## src/verilog/pllcfg_regs.svh

```systemverilog
`ifndef PLLCFG_REGS_SVH
`define PLLCFG_REGS_SVH
// register indices; byte address is four times the index
`define PLLCFG_IDX_PWR_POL_PUMP 10'h010
`define PLLCFG_IDX_ANTIBACKLASH 10'h017
`define PLLCFG_IDX_VCO_CAL 10'h018
`define PLLCFG_IDX_VCO_DIV 10'h1e0
`define PLLCFG_IDX_DIST_SRC 10'h1e1
`define PLLCFG_IDX_UPDATE 10'h232
`define PLLCFG_IDX_PUMP_CUR 10'h233
`define PLLCFG_IDX_STATUS 10'h234
// field positions
`define PLLCFG_PWR_LSB 0
`define PLLCFG_CPMODE_LSB 4
`define PLLCFG_POL_BIT 7
`define PLLCFG_DIV_BYPASS_BIT 0
`define PLLCFG_SRC_VCO_BIT 1
`define PLLCFG_CAL_BIT 0
`define PLLCFG_UPD_BIT 0
// reset values
`define PLLCFG_RST_PWR 2'h1
`define PLLCFG_RST_RATIO 3'h2
`define PLLCFG_RST_CPMODE 3'h3
`define PLLCFG_RST_CUR 3'h0
// encodings and counts
`define PLLCFG_PWR_ON 2'h0
`define PLLCFG_UPD_VALUE 8'h01
`define PLLCFG_RATIO_MAX_CODE 3'h4
`define PLLCFG_RATIO_BASE 3'h2
`define PLLCFG_CAL_CYCLES 1024
`endif

```

## src/verilog/pllcfg_pkg.sv

```systemverilog
package pllcfg_pkg;
  typedef enum logic [2:0] {
    PLLCFG_CP_HIZ = 3'h0,
    PLLCFG_CP_UP = 3'h1,
    PLLCFG_CP_DN = 3'h2,
    PLLCFG_CP_NORMAL = 3'h3
  } pllcfg_cp_mode_t;

  typedef enum logic [2:0] {
    PLLCFG_CAL_IDLE = 3'b001,
    PLLCFG_CAL_RUN = 3'b010,
    PLLCFG_CAL_DONE = 3'b100
  } pllcfg_cal_state_t;

  typedef struct packed {
    logic pol_neg;
    logic [2:0] cp_mode;
    logic [1:0] pwr;
    logic [1:0] abl;
    logic cal;
    logic [2:0] pump_current_setting;
    logic [2:0] ratio_code;
    logic div_bypass;
    logic src_vco;
  } pllcfg_cfg_t;

  typedef struct packed {
    logic up;
    logic dn;
    logic hiz;
  } pllcfg_pump_t;
endpackage : pllcfg_pkg

```

## src/verilog/pllcfg_top.sv

```systemverilog
`timescale 1ns/10ps
`include "pllcfg_regs.svh"
// Overview of operation
// - power field 00b runs the PLL, 01b powers it down synchronously, once the update is applied.
// - bypass bit clear uses VCO divider output; set routes source past it.
// - source bit 1 selects internal VCO, 0 selects external clock input.
// - three-bit ratio field sets VCO divider to two through six.
// - staged settings take effect only after host writes 0x01 to update.
// - setting the calibration bit plus update starts VCO calibration when the source bit selects the VCO.
// - polarity bit zero is positive, one is negative.
// - polarity only applies with an external VCO or VCXO.
// - two-bit field sets antibacklash pulse width.
// - pump mode selects high impedance, normal, constant up or constant down.
// - pump current is programmable in eight equal steps.
// - detector compares reference and feedback dividers, drives pump up or down.
// - reset defaults: PLL off, ratio four, divider used, external clock.
module pllcfg_top
  import pllcfg_pkg::*;
#(
  parameter int CAL_CYCLES = `PLLCFG_CAL_CYCLES
) (
  input wire logic pclk,
  input wire logic presetn,
  input wire logic psel,
  input wire logic penable,
  input wire logic pwrite,
  input wire logic [11:0] paddr,
  input wire logic [31:0] pwdata,
  output logic [31:0] prdata,
  output logic pready,
  output logic pslverr,
  input wire logic ref_div_in,
  input wire logic fb_div_in,
  output logic pll_powered_down,
  output logic dist_from_vco,
  output logic vco_div_bypassed,
  output logic [2:0] vco_div_ratio,
  output logic [1:0] antibacklash_sel,
  output logic [2:0] pump_current_setting,
  output logic pump_up,
  output logic pump_dn,
  output logic pump_hiz,
  output logic vco_cal_busy
);

  localparam pllcfg_cfg_t CFG_RESET = '{
    pol_neg: 1'b0,
    cp_mode: `PLLCFG_RST_CPMODE,
    pwr: `PLLCFG_RST_PWR,
    abl: 2'h0,
    cal: 1'b0,
    pump_current_setting: `PLLCFG_RST_CUR,
    ratio_code: `PLLCFG_RST_RATIO,
    div_bypass: 1'b0,
    src_vco: 1'b0
  };

  pllcfg_cfg_t staged_reg, staged_next;
  pllcfg_cfg_t active_reg;
  logic upd_reg, upd_next;
  logic pready_reg, pslverr_reg;
  logic [31:0] prdata_reg;
  pllcfg_cal_state_t cal_state_reg, cal_state_next;
  logic [$clog2(CAL_CYCLES+1)-1:0] cal_cnt_reg;
  logic up_reg, dn_reg;
  logic [2:0] abl_cnt_reg;
  pllcfg_pump_t pump_reg, pump_next;

  // apb decode
  wire [9:0] idx = paddr[11:2];
  wire setup = psel & ~penable;
  wire wr_take = psel & penable & pready_reg & pwrite;
  wire [7:0] wb = pwdata[7:0];
  wire hit_pwr = idx == `PLLCFG_IDX_PWR_POL_PUMP;
  wire hit_abl = idx == `PLLCFG_IDX_ANTIBACKLASH;
  wire hit_cal = idx == `PLLCFG_IDX_VCO_CAL;
  wire hit_div = idx == `PLLCFG_IDX_VCO_DIV;
  wire hit_src = idx == `PLLCFG_IDX_DIST_SRC;
  wire hit_upd = idx == `PLLCFG_IDX_UPDATE;
  wire hit_cur = idx == `PLLCFG_IDX_PUMP_CUR;
  wire hit_sts = idx == `PLLCFG_IDX_STATUS;
  wire mapped = hit_pwr | hit_abl | hit_cal | hit_div | hit_src | hit_upd | hit_cur | hit_sts;
  // status is read-only; a write to it is refused
  wire bad = ~mapped | (pwrite & hit_sts);
  wire wr_pwr = wr_take & hit_pwr;
  wire wr_abl = wr_take & hit_abl;
  wire wr_cal = wr_take & hit_cal;
  wire wr_div = wr_take & hit_div & (wb[2:0] <= `PLLCFG_RATIO_MAX_CODE);
  wire wr_src = wr_take & hit_src;
  wire wr_cur = wr_take & hit_cur;

  wire [7:0] rd_pwr = {staged_reg.pol_neg, staged_reg.cp_mode, 2'h0, staged_reg.pwr};
  wire [7:0] rd_sts = {active_reg.src_vco, active_reg.div_bypass, active_reg.ratio_code,
                       ~cal_state_reg[0], active_reg.pwr != `PLLCFG_PWR_ON, upd_reg};
  wire [7:0] rd_byte =
    hit_pwr ? rd_pwr :
    hit_abl ? {6'h0, staged_reg.abl} :
    hit_cal ? {7'h0, staged_reg.cal} :
    hit_div ? {5'h0, staged_reg.ratio_code} :
    hit_src ? {6'h0, staged_reg.src_vco, staged_reg.div_bypass} :
    hit_upd ? {7'h0, upd_reg} :
    hit_cur ? {5'h0, staged_reg.pump_current_setting} :
    hit_sts ? rd_sts : 8'h00;

  // staged writes; codes above four keep the previous ratio
  always_comb begin
    staged_next = staged_reg;
    if (wr_pwr) begin
      staged_next.pwr = wb[`PLLCFG_PWR_LSB +: 2];
      staged_next.cp_mode = wb[`PLLCFG_CPMODE_LSB +: 3];
      staged_next.pol_neg = wb[`PLLCFG_POL_BIT];
    end
    if (wr_abl) begin
      staged_next.abl = wb[1:0];
    end
    if (wr_cal) begin
      staged_next.cal = wb[`PLLCFG_CAL_BIT];
    end
    if (wr_div) begin
      staged_next.ratio_code = wb[2:0];
    end
    if (wr_src) begin
      staged_next.div_bypass = wb[`PLLCFG_DIV_BYPASS_BIT];
      staged_next.src_vco = wb[`PLLCFG_SRC_VCO_BIT];
    end
    if (wr_cur) begin
      staged_next.pump_current_setting = wb[2:0];
    end
  end

  // only the exact value arms the update; the copy happens next cycle
  wire upd_write = wr_take & hit_upd & (wb == `PLLCFG_UPD_VALUE);
  assign upd_next = upd_write | 1'b0;
  wire apply = upd_reg;

  always_ff @(posedge pclk or negedge presetn) begin
    if (!presetn) begin
      staged_reg <= CFG_RESET;
    end else begin
      staged_reg <= staged_next;
    end
  end

  always_ff @(posedge pclk or negedge presetn) begin
    if (!presetn) begin
      upd_reg <= 1'b0;
    end else begin
      upd_reg <= upd_next;
    end
  end

  // every field moves on one edge, so no half-applied set is ever live
  always_ff @(posedge pclk or negedge presetn) begin
    if (!presetn) begin
      active_reg <= CFG_RESET;
    end else if (apply) begin
      active_reg <= staged_reg;
    end
  end

  // zero-wait slave: answer is prepared during setup
  always_ff @(posedge pclk or negedge presetn) begin
    if (!presetn) begin
      pready_reg <= 1'b0;
      pslverr_reg <= 1'b0;
      prdata_reg <= 32'h0000_0000;
    end else begin
      pready_reg <= setup;
      pslverr_reg <= setup & bad;
      prdata_reg <= (setup & ~pwrite) ? {24'h00_0000, rd_byte} : 32'h0000_0000;
    end
  end

  // calibration starts only on a 0 to 1 edge of the active bit, hence the clear-then-set
  wire cal_edge = apply & staged_reg.cal & ~active_reg.cal;
  wire cal_go = cal_edge & staged_reg.src_vco;
  wire cal_last = cal_cnt_reg == ($clog2(CAL_CYCLES+1))'(CAL_CYCLES - 1);

  always_comb begin
    case (cal_state_reg)
      PLLCFG_CAL_IDLE: cal_state_next = cal_go ? PLLCFG_CAL_RUN : PLLCFG_CAL_IDLE;
      PLLCFG_CAL_RUN: cal_state_next = cal_last ? PLLCFG_CAL_DONE : PLLCFG_CAL_RUN;
      PLLCFG_CAL_DONE: cal_state_next = PLLCFG_CAL_IDLE;
      default: cal_state_next = PLLCFG_CAL_IDLE;
    endcase
  end

  always_ff @(posedge pclk or negedge presetn) begin
    if (!presetn) begin
      cal_state_reg <= PLLCFG_CAL_IDLE;
      cal_cnt_reg <= '0;
    end else begin
      cal_state_reg <= cal_state_next;
      cal_cnt_reg <= (cal_state_reg == PLLCFG_CAL_RUN) ? cal_cnt_reg + 1'b1 : '0;
    end
  end

  // divider edges come from another domain: two flops before any use
  logic [1:0] div_in, div_rise;
  assign div_in = {fb_div_in, ref_div_in};

  generate
    for (genvar g = 0; g < 2; g++) begin : g_edge
      logic [1:0] sync_reg;
      logic prev_reg;
      always_ff @(posedge pclk or negedge presetn) begin
        if (!presetn) begin
          sync_reg <= 2'b00;
          prev_reg <= 1'b0;
        end else begin
          sync_reg <= {sync_reg[0], div_in[g]};
          prev_reg <= sync_reg[1];
        end
      end
      assign div_rise[g] = sync_reg[1] & ~prev_reg;
    end
  endgenerate

  wire ref_rise = div_rise[0];
  wire fb_rise = div_rise[1];
  // both sides on: hold for the antibacklash width so no dead zone forms
  wire both = up_reg & dn_reg;
  wire abl_end = abl_cnt_reg == {1'b0, active_reg.abl};
  wire pfd_off = active_reg.pwr != `PLLCFG_PWR_ON;

  always_ff @(posedge pclk or negedge presetn) begin
    if (!presetn) begin
      up_reg <= 1'b0;
      dn_reg <= 1'b0;
      abl_cnt_reg <= 3'h0;
    end else if (pfd_off) begin
      up_reg <= 1'b0;
      dn_reg <= 1'b0;
      abl_cnt_reg <= 3'h0;
    end else begin
      up_reg <= (both & abl_end) ? 1'b0 : (up_reg | ref_rise);
      dn_reg <= (both & abl_end) ? 1'b0 : (dn_reg | fb_rise);
      abl_cnt_reg <= (both & ~abl_end) ? abl_cnt_reg + 3'h1 : 3'h0;
    end
  end

  // negative polarity swaps the sense, but only for an external oscillator
  wire swap = active_reg.pol_neg & ~active_reg.src_vco;
  wire det_up = swap ? dn_reg : up_reg;
  wire det_dn = swap ? up_reg : dn_reg;

  always_comb begin
    pump_next = '{up: 1'b0, dn: 1'b0, hiz: 1'b1};
    if (!pfd_off) begin
      case (pllcfg_cp_mode_t'(active_reg.cp_mode))
        PLLCFG_CP_NORMAL: pump_next = '{up: det_up, dn: det_dn, hiz: 1'b0};
        PLLCFG_CP_UP: pump_next = '{up: 1'b1, dn: 1'b0, hiz: 1'b0};
        PLLCFG_CP_DN: pump_next = '{up: 1'b0, dn: 1'b1, hiz: 1'b0};
        PLLCFG_CP_HIZ: pump_next = '{up: 1'b0, dn: 1'b0, hiz: 1'b1};
        default: pump_next = '{up: 1'b0, dn: 1'b0, hiz: 1'b1};
      endcase
    end
  end

  // ratio shown as the divide value itself, 2 to 6
  wire [2:0] ratio_val = active_reg.ratio_code + `PLLCFG_RATIO_BASE;

  always_ff @(posedge pclk or negedge presetn) begin
    if (!presetn) begin
      pump_reg <= '{up: 1'b0, dn: 1'b0, hiz: 1'b1};
    end else begin
      pump_reg <= pump_next;
    end
  end

  always_ff @(posedge pclk or negedge presetn) begin
    if (!presetn) begin
      pll_powered_down <= 1'b1;
      dist_from_vco <= 1'b0;
      vco_div_bypassed <= 1'b0;
      vco_div_ratio <= `PLLCFG_RST_RATIO + `PLLCFG_RATIO_BASE;
      antibacklash_sel <= 2'h0;
      pump_current_setting <= `PLLCFG_RST_CUR;
    end else begin
      pll_powered_down <= pfd_off;
      dist_from_vco <= active_reg.src_vco;
      vco_div_bypassed <= active_reg.div_bypass;
      vco_div_ratio <= ratio_val;
      antibacklash_sel <= active_reg.abl;
      pump_current_setting <= active_reg.pump_current_setting;
    end
  end

  // busy is registered from the next state, so it rises with the first run cycle
  always_ff @(posedge pclk or negedge presetn) begin
    if (!presetn) begin
      vco_cal_busy <= 1'b0;
    end else begin
      vco_cal_busy <= cal_state_next == PLLCFG_CAL_RUN;
    end
  end

  assign prdata = prdata_reg;
  assign pready = pready_reg;
  assign pslverr = pslverr_reg;
  assign pump_up = pump_reg.up;
  assign pump_dn = pump_reg.dn;
  assign pump_hiz = pump_reg.hiz;

endmodule : pllcfg_top
```

## config.mk

```make
export PLATFORM = sky130hd
export DESIGN_NAME = pllcfg_top
export DESIGN_NICKNAME = d
export VERILOG_FILES = /design/src/verilog/pllcfg_pkg.sv /design/src/verilog/pllcfg_top.sv
export VERILOG_INCLUDE_DIRS = /design/src /design/src/verilog
export SDC_FILE = /design/constraint.sdc
export NUM_CORES = 1
export LEC_CHECK = 0
export ABC_AREA = 1
export BUFFER_PORTS_ARGS = -buffer_cell sky130_fd_sc_hd__buf_2
export CORE_MARGIN = 10
export CORE_UTILIZATION = 30
export DETAILED_ROUTE_END_ITERATION = 7
export GPL_TIMING_DRIVEN = 0
export SETUP_SLACK_MARGIN = 0.2
export SYNTH_ARGS = -nofsm -noshare
export SYNTH_HDL_FRONTEND = slang
export SYNTH_SLANG_ARGS = --single-unit
```

## constraint.sdc

```tcl
create_clock -name pclk -period 1.65 [get_ports pclk]
set_input_delay 0.2475 -clock pclk [delete_from_list [all_inputs] [get_ports pclk]]
set_output_delay 0.2475 -clock pclk [all_outputs]
set_load 0.1 [all_outputs]
```

# After elaboration in Yosys (flattened, before gate mapping)
# Cells that the tools add are included.
# W data, S select, Z words.
word_totals:
  ff_bits: 85
  wordCells: 130
op_classes:
  add_sub_neg: 3
  order_cmp: 1
  n_eq_ne: 17
  mux: 23
  bitwise: 44
  n_reduce_logical: 1
op_table:
  columns: ["operator", "n"]
  rows:
  - ["$mux W8", 9]
  - ["$eq A10 B10 Y1 const B", 3]
  - ["$eq A10 B5 Y1 const B", 3]
  - ["$and A1 B1 Y1", 25]
  - ["$eq A10 B9 Y1 const B", 2]
  - ["$eq A3 B2 Y1 const B", 4]
  - ["$mux W3", 4]
  - ["$add A11 B1 Y11 const B", 1]
  - ["$eq A11 B10 Y1 const B", 1]
  - ["$mux W11", 1]
  - ["$or A1 B1 Y1", 10]
  - ["$not A1 Y1", 9]
  - ["$pmux W3 S3", 1]
  - ["$eq A8 B1 Y1 const B", 1]
  - ["$eq A3 B1 Y1 const B", 2]
  - ["$mux W1", 6]
  - ["$pmux W3 S2", 1]
  - ["$add A3 B1 Y3 const B", 1]
  - ["$add A3 B2 Y3 const B", 1]
  - ["$eq A3 B2 Y1", 1]
  - ["$le A3 B3 Y1 const B", 1]
  - ["$mux W2", 1]
  - ["$reduce_bool A2 Y1", 1]

# Logic depth before layout (Yosys ltp)
# Gate-level depths: netlist (run 1).
logic_depth:
  ltp_word: 11
  ltp_mapped: 12
  mapped_depth_nobuf: 12

# Worst setup path before layout (run 1)
# No wires, ideal clock.
synth_timing:
  path_type: "register to register"
  start: "register pready_reg (netlist: pready)"
  end: "register staged_reg, in the netlist rd_pwr[6]"
  arrival_ns: 1.718
  t_required_ns: 1.525
  slack_ns: -0.193
  stages_incl_launch_ff: 5
  path_buffers: 0
  period_less_slack_ns: 1.843
  cell_sequence: "dfrtp_1 > nand4_1 > inv_1 > nand2_4 > mux2_4"
synth_between:
  elab_chain_cells: 3
synth_rtl:
  columns: ["element", "line", "text"]
  rows:
  - ["start: declaration", "pllcfg_top.sv:61", "logic pready_reg, pslverr_reg;"]
  - ["start signal: assignment", "pllcfg_top.sv:168", "pready_reg <= setup;"]
  - ["$and A1 B1 Y1 (2 in a row)", "pllcfg_top.sv:72", "wire wr_take = psel & penable & pready_reg & pwrite;"]
  - ["$and A1 B1 Y1", "pllcfg_top.sv:85", "wire wr_pwr = wr_take & hit_pwr;"]
  - ["end signal: assignment", "pllcfg_top.sv:140", "staged_reg <= staged_next;"]
  - ["end: declaration", "pllcfg_top.sv:58", "pllcfg_cfg_t staged_reg, staged_next;"]
# Every way passes these cells.
# A chain may end at the register's enable or synchronous reset.

# Worst setup path after layout (run 1)
layout_timing:
  start: "register cal_cnt_reg[0]"
  end: "register cal_state_reg[1]"
layout_between:
  elab_chain_cells: 3
layout_rtl:
  columns: ["element", "line", "text"]
  rows:
  - ["start: declaration", "pllcfg_top.sv:64", "logic [$clog2(CAL_CYCLES+1)-1:0] cal_cnt_reg;"]
  - ["start signal: assignment", "pllcfg_top.sv:194", "cal_cnt_reg <= (cal_state_reg == PLLCFG_CAL_RUN) ? cal_cnt_reg + 1'b1 : '0;"]
  - ["$eq A11 B10 Y1", "pllcfg_top.sv:177", "wire cal_last = cal_cnt_reg == ($clog2(CAL_CYCLES+1))'(CAL_CYCLES - 1);"]
  - ["$mux W3", "pllcfg_top.sv:182", "PLLCFG_CAL_RUN: cal_state_next = cal_last ? PLLCFG_CAL_DONE : PLLCFG_CAL_RUN;"]
  - ["$pmux W3 S2", "pllcfg_top.sv:180", "case (cal_state_reg)"]
  - ["via cal_state_next[1]", "pllcfg_top.sv:63", "pllcfg_cal_state_t cal_state_reg, cal_state_next;"]
  - ["end signal: assignment", "pllcfg_top.sv:193", "cal_state_reg <= cal_state_next;"]
  - ["end: declaration", "pllcfg_top.sv:63", null]
# The timed path passes the listed nets, and every way through them passes these cells.

==> metrics.md, run 1 <==
| Metric | Value |
|---|---|
| Worst skew pair latency | `330 ps` |
| Gpl congestion | `0.845` |
| Sequential fraction of the synthesis area | `57.0%` |
| Pin count of the biggest net entering global routing | `46` |
| Die Ht | `132 um` |
| Period utilization | `95.9%` |
| Nets | `531` |
| Met3 WL | `438 um` |
| Placed inst area | `4330 um2` |
| Vias in the first global route | `2,807` |
| Final setup fails | `0` |
| Max IR drop VDD | `0.496 mV` |
| Fin util | `39.4%` |
| Setup tns final | `0 ps` |
| Antenna fix cells | `0` |
| Ys flop type | `dfrtp_1` |
| Die Footprint | `17,400 um2` |
| Root Buffer Master | `clkbuf_16` |
| Critical path destination | `cal_state_reg[1]` |
| Crit-path cells | `ha_2 -> nand2_2 -> inv_2 -> nand2_4 -> nor2_4 -> nand3_2 -> inv_2 -> nand2_2 -> nor2_4 -> nand3b_4 -> nor2_4 -> nor2_1` |
| Final-report hold violation count | `0` |
| Drt via density | `4.27` |
| Placed Cells | `624` |
| DRC viols | `0` |
| CP max stage delay | `380 ps` |
| GRT Residual Overflow | `0` |
| FP Rows | `40` |
| Mean Syn Cell Area | `9.81 um2` |
| CP top delay family | `simple AND/OR/NAND/NOR gates` |
| Detail Placement HPWL | `6030 um` |
| Async S/R FF share, synth | `100%` |
| Fillcell total | `1,209` |
| Tightest Pin Transition | `544 ps` |
| Post-DRT Antenna Nets | `0` |
| Layout cells sized above 1 | `32.5%` |
| FF-to-FF path depth | `12` |
| CP startpoint kind | `register` |
| Die width | `132 um` |
| P&R area growth vs syn | `27.2%` |
| Mapped Cells | `383` |
| Met1 wire length | `3680 um` |
| Non-filler cells, final | `651` |
| Initial antenna violation count | `0` |
| Pre-CTS setup slack | `84.4 ps` |
| Final Skew | `8.42 ps` |
| Slew headroom | `63.4%` |
| Outcome | `finished clean` |
| Routed WL | `8110 um` |
| Setup WS post-layout | `67.9 ps` |
| Unrepaired setup endpoints after global routing | `yes` |
| CTS H-tree lvls | `3` |
| Number of port buffers | `49` |
| Final slew viol count | `0` |
| Max cap viols | `0` |
| Worst-path fanout max | `3` |
| EDFF count, synth | `0` |
| DR top layer | `met4` |
| Worst-path clk slew | `70 ps` |
| Mapped Area | `3760 um2` |
| Gr usage total | `9.18%` |
| IO Pins | `100` |
| Longest Clk Path Bufs | `2` |
| CP Launch Point | `cal_cnt_reg[0]` |
| Avg WL per Cell | `12.5 um` |
| TritonCTS clock tree | `built` |
| Worst r2r src | `cal_cnt_reg[0]` |
| WP depth | `12` |
| CP required | `1860 ps` |
| Core ar. | `12,100 um2` |
| Reg-to-reg setup timing slack | `70 ps` |
| Synth warnings | `0` |
| Total CTS buffers | `9` |
| F_max | `632 MHz` |
| Initial core utilization | `31.0%` |
| Drt pass-1 iters | `4` |
| First-iteration detailed-routing DRC count | `179` |
| Global-route wire length before repair | `13,400 um` |
| # clock sinks | `85` |
| Pwr dens | `979 nW/um2` |
| Most frequent cells in the layout | `72 x dfrtp_1, 60 x nand2_1, 45 x buf_2, 42 x inv_1` |
| Most common cell after layout, fill and taps aside | `dfrtp_1` |
| CP endpoint kind | `register` |
| Setup Crit Path Kind | `register to register` |
| Final instance area | `4780 um2` |
| HP Class | `primary input to register` |
| CP arrival | `1790 ps` |
| Fin crit period | `1580 ps` |
| Worst path slowest cell | `dfrtp_1` |
| Vias | `2,780` |
| Worst path most repeated cell | `nor2_4` |
| Met2 WL post-DR | `3900 um` |
| FF-to-FF End | `cal_state_reg[1]` |
| Synthesized flop and latch total | `85` |
| WP buf/inv | `2` |
| Leakage | `2.48 nW` |
| Cell variety after synth | `37` |
| Max reg flops | `17` |
[routing by layer]
| metal | track usage [%] | up-vias |
|---|---|---|
| met1 | 10.9 | 1320 |
| li1 | - | 1384 |
| met4 | 4.57 | 0 |
| met2 | 14.8 | 69 |
| met5 | 0 | - |
| met3 | 2.71 | 7 |
[power by group]
group / total (W) / switching (W) / internal, W
registers: 0.00215 / 0.0000306 / 0.00212
clock network: 0.00201 / 0.000791 / 0.00122
logic: 0.000516 / 0.000405 / 0.000111
[how the worst min path moves through the flow]
stage | slack (ps) | cells past startpoint | endpoint | startpoint
detailed placement | 260 | 1 | vco_div_bypassed | presetn
global placement | 340 | 0 | g_edge[1].sync_reg[1] | g_edge[1].sync_reg[0]
CTS | 6 | 1 | g_edge[1].sync_reg[0] | fb_div_in
finish | 10 | 1 | g_edge[1].sync_reg[0] | fb_div_in
floorplan | -50 | 0 | abl_cnt_reg[0] | presetn
global route | 3 | 1 | g_edge[1].sync_reg[0] | fb_div_in
[through the flow]
step,hold slack [ps],power [W]
2_1_floorplan,-48.1,0.00258
3_3_place_gp,337,0.00269
3_5_place_dp,262,0.00270
4_1_cts,6.05,0.00473
5_1_grt,2.90,0.00487
6_report,14.6,0.00468
[cell families after synthesis]
logic type / count (synthesis) / synth area share [%]
simple gates: 151 / 19.1
flops: 85 / 57.0
buf+inv: 73 / 9.96
compound gates: 53 / 7.63
mux: 14 / 4.56
xor+xnor: 4 / 0.933
fa+ha+maj: 2 / 0.666
other cells: 1 / 0.0998
[cells in the mapped netlist (3+ instances only)]
cell / number / area [um2]
o21ai_0: 29 / 145
a21oi_1: 16 / 80.1
dfstp_2: 12 / 315
nand3_1: 15 / 75.1
nand2_1: 61 / 229
nand2_2: 4 / 25.0
xor2_1: 3 / 26.3
nor2_2: 6 / 37.5
mux2_2: 9 / 101
mux2_4: 4 / 60.1
nor2_1: 39 / 146
inv_2: 3 / 11.3
dfrtp_1: 73 / 1830
o211ai_1: 3 / 22.5
inv_1: 43 / 161
buf_4: 24 / 180
nor3_1: 12 / 60.1
[what timing repair did]
item	4_1_cts	5_1_grt
resized for setup	7	8
endpoints found under the hold margin	32	0
pin swaps	0	4
endpoints found under the setup margin	12	8
buffers inserted	5	5
hold buffers	1	0
gates cloned	0	0
[worst register-to-register path, cell delays in order, from the launching register on]
cell	delay [ps]
dfrtp_1	380
ha_2	200
nand2_2	60
inv_2	80
nand2_4	60
nor2_4	90
nand3_2	70
inv_2	70
nand2_2	60
nor2_4	140
nand3b_4	100
nor2_4	110
nor2_1	50
[area by class of cell]
| cell class | instances | area, um2 | share of cell area [%] |
|---|---|---|---|
| Inverter | 46 | 173 | 3.61 |
| Sequential cell | 85 | 2150 | 44.9 |
| Multi-Input combinational cell | 248 | 1370 | 28.7 |
| Clock buffer | 11 | 243 | 5.08 |
| Timing Repair Buffer | 61 | 372 | 7.78 |
| Clock inverter | 5 | 61.3 | 1.28 |
| Buffer | 27 | 203 | 4.24 |
| Tap cell | 168 | 210 | 4.40 |
No activity file was read; power rests on OpenSTA's default activity.
==> run 2: changes to the inputs <==
--- a/config.mk
+++ b/config.mk
@@ -12,6 +12,7 @@
 export CORE_UTILIZATION = 30
 export DETAILED_ROUTE_END_ITERATION = 7
 export GPL_TIMING_DRIVEN = 0
+export RECOVER_POWER = 50
 export SETUP_SLACK_MARGIN = 0.2
 export SYNTH_ARGS = -nofsm -noshare
 export SYNTH_HDL_FRONTEND = slang
==> metrics.md, run 2 (synthesized netlist as in run 1, its figures left out) <==
| Metric | Value |
|---|---|
| Outcome | `finished clean` |
| Vias | `2,780 (unchanged)` |
| Grt met1 use | `10.9% (unchanged)` |
| Leakage | `2.45 nW (-0.95%)` |
| Detail Placement HPWL | `6030 um (unchanged)` |
| WP buf/inv | `2 (unchanged)` |
| FF-to-FF path depth | `12 (unchanged)` |
| Worst-path clk slew | `60 ps (about the same)` |
| Placed inst area | `4330 um2 (unchanged)` |
| FP Rows | `40 (unchanged)` |
| CP endpoint kind | `register` |
| First-iteration detailed-routing DRC count | `162 (-9.5%)` |
| Fin util | `39.2% (-0.26 points)` |
| Final setup fails | `0 (unchanged)` |
| Die width | `132 um (unchanged)` |
| Longest Clk Path Bufs | `2 (unchanged)` |
| Gpl congestion | `0.845 (unchanged)` |
| Crit-path cells | `ha_2 -> nand2_2 -> inv_2 -> nand2_4 -> nor2_4 -> nand3_2 -> inv_2 -> nand2_2 -> nor2_4 -> nand3b_4 -> nor2_4 -> nor2_1` |
| Slew headroom | `30.8% (-33 points)` |
| DRC viols | `0 (unchanged)` |
| Nets | `531 (unchanged)` |
| Final Skew | `6.04 ps (-2.37 ps)` |
| Antenna fix cells | `0 (unchanged)` |
| Hold path depth | `1 (unchanged)` |
| CP top delay family | `simple AND/OR/NAND/NOR gates` |
| HP Class | `primary input to register` |
| Final-report hold violation count | `0 (unchanged)` |
| Setup Crit Path Kind | `register to register` |
| CP max stage delay | `380 ps (about the same)` |
| GRT busiest layer | `met2` |
| Initial antenna violation count | `0 (unchanged)` |
| FF-to-FF End | `cal_state_reg[1]` |
| Worst path slowest cell | `dfrtp_1` |
| Layout cells sized above 1 | `30.6% (-1.9 points)` |
| Drt pass-1 iters | `5 (+1)` |
| Core ar. | `12,100 um2 (unchanged)` |
| Max cap viols | `0 (unchanged)` |
| Max reg flops | `17 (unchanged)` |
| CP required | `1860 ps (about the same)` |
| Period utilization | `95.4% (-0.50 points)` |
| Final instance area | `4750 um2 (-0.65%)` |
| P&R area growth vs syn | `26.3%` |
| Number of port buffers | `49 (unchanged)` |
| Most frequent cells in the layout | `72 x dfrtp_1, 61 x nand2_1, 44 x buf_2, 43 x inv_1, 39 x nor2_1` |
| CP arrival | `1780 ps (about the same)` |
| # clock sinks | `85 (unchanged)` |
| Worst skew pair latency | `330 ps (about the same)` |
| Tightest Pin Transition | `1040 ps (+494 ps)` |
| Die Ht | `132 um (unchanged)` |
| GRT Residual Overflow | `0 (unchanged)` |
| F_max | `635 MHz (+0.53%)` |
| Fin crit period | `1570 ps (-8.32 ps)` |
| CTS H-tree lvls | `3 (unchanged)` |
| Gr usage total | `9.18% (unchanged)` |
| Drt via density | `4.27 (unchanged)` |
| Most common cell after layout, fill and taps aside | `dfrtp_1` |
| Worst r2r src | `cal_cnt_reg[0]` |
| Max IR drop VDD | `0.503 mV (+1.5%)` |
| Worst path most repeated cell | `nor2_4` |
| Final slew viol count | `0 (unchanged)` |
| Pin count of the biggest net entering global routing | `46 (unchanged)` |
| Die Footprint | `17,400 um2 (unchanged)` |
| Reg-to-reg setup timing slack | `80 ps (about the same)` |
| TritonCTS clock tree | `built` |
| CP startpoint kind | `register` |
| IO Pins | `100 (unchanged)` |
| Placed Cells | `624 (unchanged)` |
| Vias in the first global route | `2,807 (unchanged)` |
| Initial core utilization | `31.0% (unchanged)` |
| WHS Endpoint | `g_edge[1].sync_reg[0]` |
| Unrepaired setup endpoints after global routing | `yes` |
| Total CTS buffers | `9 (unchanged)` |
| Root Buffer Master | `clkbuf_16` |
| Avg WL per Cell | `12.5 um (+0.25%)` |
| Pwr dens | `984 nW/um2 (+0.47%)` |
| Non-filler cells, final | `651 (unchanged)` |
| Tot Pwr | `0.00467 W (-0.19%)` |
| Global routing usage on met2 | `14.8% (unchanged)` |
| Global-route wire length before repair | `13,400 um (unchanged)` |
| Pre-CTS setup slack | `84.4 ps (unchanged)` |
| Setup WS post-layout | `76.2 ps (+8.32 ps)` |
| Post-DRT Antenna Nets | `0 (unchanged)` |
| Worst-path fanout max | `3 (unchanged)` |
| Global Route met3 Usage | `2.71% (unchanged)` |
| Routed WL | `8130 um (+0.25%)` |
| Hold path start | `fb_div_in` |
==> run 2: power breakdown <==
part	total (W)	switching (W)	internal [W]
clock network	0.00200	0.000784	0.00122
logic	0.000514	0.000404	0.000110
registers	0.00215	0.0000306	0.00212
total	0.00467	0.00122	0.00345
==> run 2: stage by stage <==
| step | TNS, ps | hold slack (ps) |
|---|---|---|
| global placement | -22270 | 337 |
| detailed placement | 0 | 262 |
| floorplan | 0 | -48.1 |
| global route | -23.9 | 2.90 |
| finish | 0 | 18.9 |
| CTS | 0 | 6.05 |
==> run 2: worst max path at each step <==
stage | start | to | slack, ps | cells past startpoint
after floorplan | cal_cnt_reg[0] | cal_state_reg[1] | 210 | 12
after global placement | presetn | pready | -560 | 1
after detailed placement | cal_cnt_reg[0] | vco_cal_busy | 80 | 12
after CTS | cal_cnt_reg[0] | vco_cal_busy | 120 | 12
after global routing | cal_cnt_reg[0] | cal_state_reg[1] | -10 | 12
final | cal_cnt_reg[0] | cal_state_reg[1] | 80 | 12
==> run 2: what timing repair did <==
action / in CTS / in global routing
endpoints found under the hold margin: 32 / 0
setup buffers: 5 / 5
hold buffers: 1 / 0
pin swaps: 0 / 4
resized for setup: 7 / 8
setup endpoints to repair: 12 / 8
==> run 2: cell type report <==
cell class	count	area (um2)
Buffer	27	193
Tap cell	168	210
Sequential cell	85	2150
Clock buffer	11	243
Inverter	46	173
Clock inverter	5	61.3
Fill cell	1211	7370
Multi-Input combinational cell	248	1350
Timing Repair Buffer	61	368
==> run 2: metal layers <==
layer | wire length, um | vias up | part of all wire (%)
met1 | 3740 | 1325 | 46
met2 | 3880 | 63 | 48
met5 | 0 | - | 0
met3 | 415 | 7 | 5.1
met4 | 99 | 0 | 1.2
li1 | - | 1385 | -
==> run 3: changes to the inputs <==
--- a/config.mk
+++ b/config.mk
@@ -11,7 +11,6 @@
 export CORE_MARGIN = 10
 export CORE_UTILIZATION = 30
 export DETAILED_ROUTE_END_ITERATION = 7
-export GPL_TIMING_DRIVEN = 0
 export RECOVER_POWER = 50
 export SETUP_SLACK_MARGIN = 0.2
 export SYNTH_ARGS = -nofsm -noshare
==> metrics.md, run 3 (synthesized netlist as in run 1, its figures left out) <==
| Metric | Value |
|---|---|
| Unrepaired setup endpoints after global routing | `yes` |
| Antenna fix cells | `0 (unchanged)` |
| Worst path slowest cell | `dfrtp_1` |
| CTS H-tree lvls | `3 (unchanged)` |
| Outcome | `finished clean` |
| CP endpoint kind | `register` |
| Number of port buffers | `49 (unchanged)` |
| GRT Residual Overflow | `0 (unchanged)` |
| Setup WS post-layout | `67.8 ps (-8.48 ps)` |
| Final slew viol count | `0 (unchanged)` |
| Drt via density | `4.30 (+0.58%)` |
| Gpl congestion | `0.859 (+1.7%)` |
| Setup tns final | `0 ps (unchanged)` |
| Leakage | `2.34 nW (-4.6%)` |
| Gr usage total | `9.42% (+0.23 points)` |
| Initial antenna violation count | `0 (unchanged)` |
| FP Rows | `40 (unchanged)` |
| Period utilization | `95.9% (+0.51 points)` |
| Worst r2r src | `cal_cnt_reg[0]` |
| CP max stage delay | `360 ps (-20 ps)` |
| Crit-path cells | `buf_4 -> buf_6 -> nand4_1 -> nor3_2 -> nand3_1 -> o21bai_1 -> nand2_1 -> a31oi_1` |
| Fillcell total | `1,208 (-0.25%)` |
| IO Pins | `100 (unchanged)` |
| Longest Clk Path Bufs | `2 (unchanged)` |
| Pwr dens | `1030 nW/um2 (+4.5%)` |
| Vias | `2,706 (-2.7%)` |
| Slew headroom | `45.7% (+15 points)` |
| Max cap viols | `0 (unchanged)` |
| Final setup fails | `0 (unchanged)` |
| Reg-to-reg setup timing slack | `70 ps (about the same)` |
| Layout cells sized above 1 | `27.9% (-2.7 points)` |
| Worst-path fanout max | `3 (unchanged)` |
| DRC viols | `0 (unchanged)` |
| WP buf/inv | `2 (unchanged)` |
| Worst skew pair latency | `330 ps (about the same)` |
| Tightest Pin Transition | `815 ps (-223 ps)` |
| HP Class | `primary input to register` |
| Detail Placement HPWL | `6010 um (-0.34%)` |
| Nets | `510 (-4.0%)` |
| Routed WL | `8090 um (-0.50%)` |
| P&R area growth vs syn | `22.5%` |
| Setup Crit Path Kind | `register to register` |
| Post-DRT Antenna Nets | `0 (unchanged)` |
| CP Launch Point | `cal_cnt_reg[0]` |
| CP startpoint kind | `register` |
| Initial core utilization | `31.0% (unchanged)` |
| Total CTS buffers | `9 (unchanged)` |
| Max IR drop VDD | `0.504 mV (+0.20%)` |
| Most common cell after layout, fill and taps aside | `dfrtp_1` |
| Die Footprint | `17,400 um2 (unchanged)` |
| Final-report hold violation count | `0 (unchanged)` |
| Pre-CTS setup slack | `84.5 ps (+0.0380 ps)` |
| Most frequent cells in the layout | `72 x dfrtp_1, 60 x nand2_1, 44 x buf_2, 43 x inv_1, 39 x nor2_1` |
| Core ar. | `12,100 um2 (unchanged)` |
| Hold Slack | `29.0 ps (+10.1 ps)` |
| CP required | `1890 ps (+30 ps)` |
| CP arrival | `1820 ps (+40 ps)` |
| # clock sinks | `85 (unchanged)` |
| Global-route wire length before repair | `13,800 um (+3.5%)` |
| Pin count of the biggest net entering global routing | `40 (-13%)` |
| Fin util | `38.0% (-1.2 points)` |
| Hold path start | `fb_div_in` |
| Die Ht | `132 um (unchanged)` |
| Drt pass-1 iters | `4 (-1)` |
| Fin crit period | `1580 ps (+8.48 ps)` |
| Worst-path clk slew | `60 ps (about the same)` |
| Die width | `132 um (unchanged)` |
| Vias in the first global route | `2,921 (+4.1%)` |
| TritonCTS clock tree | `built` |
| Avg WL per Cell | `12.8 um (+2.8%)` |
| Final Skew | `5.84 ps (-0.209 ps)` |
| F_max | `632 MHz (-0.54%)` |
| First-iteration detailed-routing DRC count | `147 (-9.3%)` |
| CP top delay family | `simple AND/OR/NAND/NOR gates` |
| Root Buffer Master | `clkbuf_16` |
| Max reg flops | `17 (unchanged)` |
[run 3: final cells by class]
class / instances / area (um2) / share of cell area (%)
multi-input combinational: 248 / 1350 / 29.3
timing repair buffer: 67 / 405 / 8.81
tap: 168 / 210 / 4.57
clock buffer: 11 / 233 / 5.06
inverter: 46 / 173 / 3.75
clock inverter: 5 / 85.1 / 1.85
sequential: 85 / 2150 / 46.6
[run 3: what timing repair did]
action | 4_1_cts | 5_1_grt
setup endpoints to repair | 7 | 7
buffers inserted | 5 | 5
pin swaps | 0 | 3
hold buffers | 1 | 0
resized for setup | 6 | 3
cloned | 0 | 0
hold endpoints to repair | 29 | 0
[run 3: stage by stage]
stage | power [W] | instance area, um2 | std cells
6_report | 0.00473 | 4600 | 630
5_1_grt | 0.00491 | 4600 | 630
4_1_cts | 0.00479 | 4570 | 625
3_5_place_dp | 0.00266 | 4180 | 603
3_3_place_gp | 0.00265 | 4180 | 603
2_1_floorplan | 0.00258 | 3850 | 406
[run 3: report_power, final]
group,total (W),leakage (nW),switching (W),internal [W]
logic,0.000465,1.08,0.000396,0.0000683
registers,0.00215,1.11,0.0000301,0.00212
clock network,0.00212,0.150,0.000783,0.00133
[run 3: worst paths after layout]
path                                    endpoint  cells past startpoint
min                        g_edge[1].sync_reg[0]                      1
min in group asynchronous       vco_div_ratio[0]                      2
max reg2reg                       cal_cnt_reg[9]                      8
max in group asynchronous       cal_state_reg[0]                      3
min reg2reg                g_edge[1].sync_reg[1]                      0
max                               cal_cnt_reg[9]                      8
[run 3: layer usage]
metal | global-route usage [%] | part of all wire (%)
met1 | 11.5 | 45
met2 | 15.5 | 50
met3 | 1.94 | 4.1
met4 | 4.33 | 1.7
met5 | 0 | 0
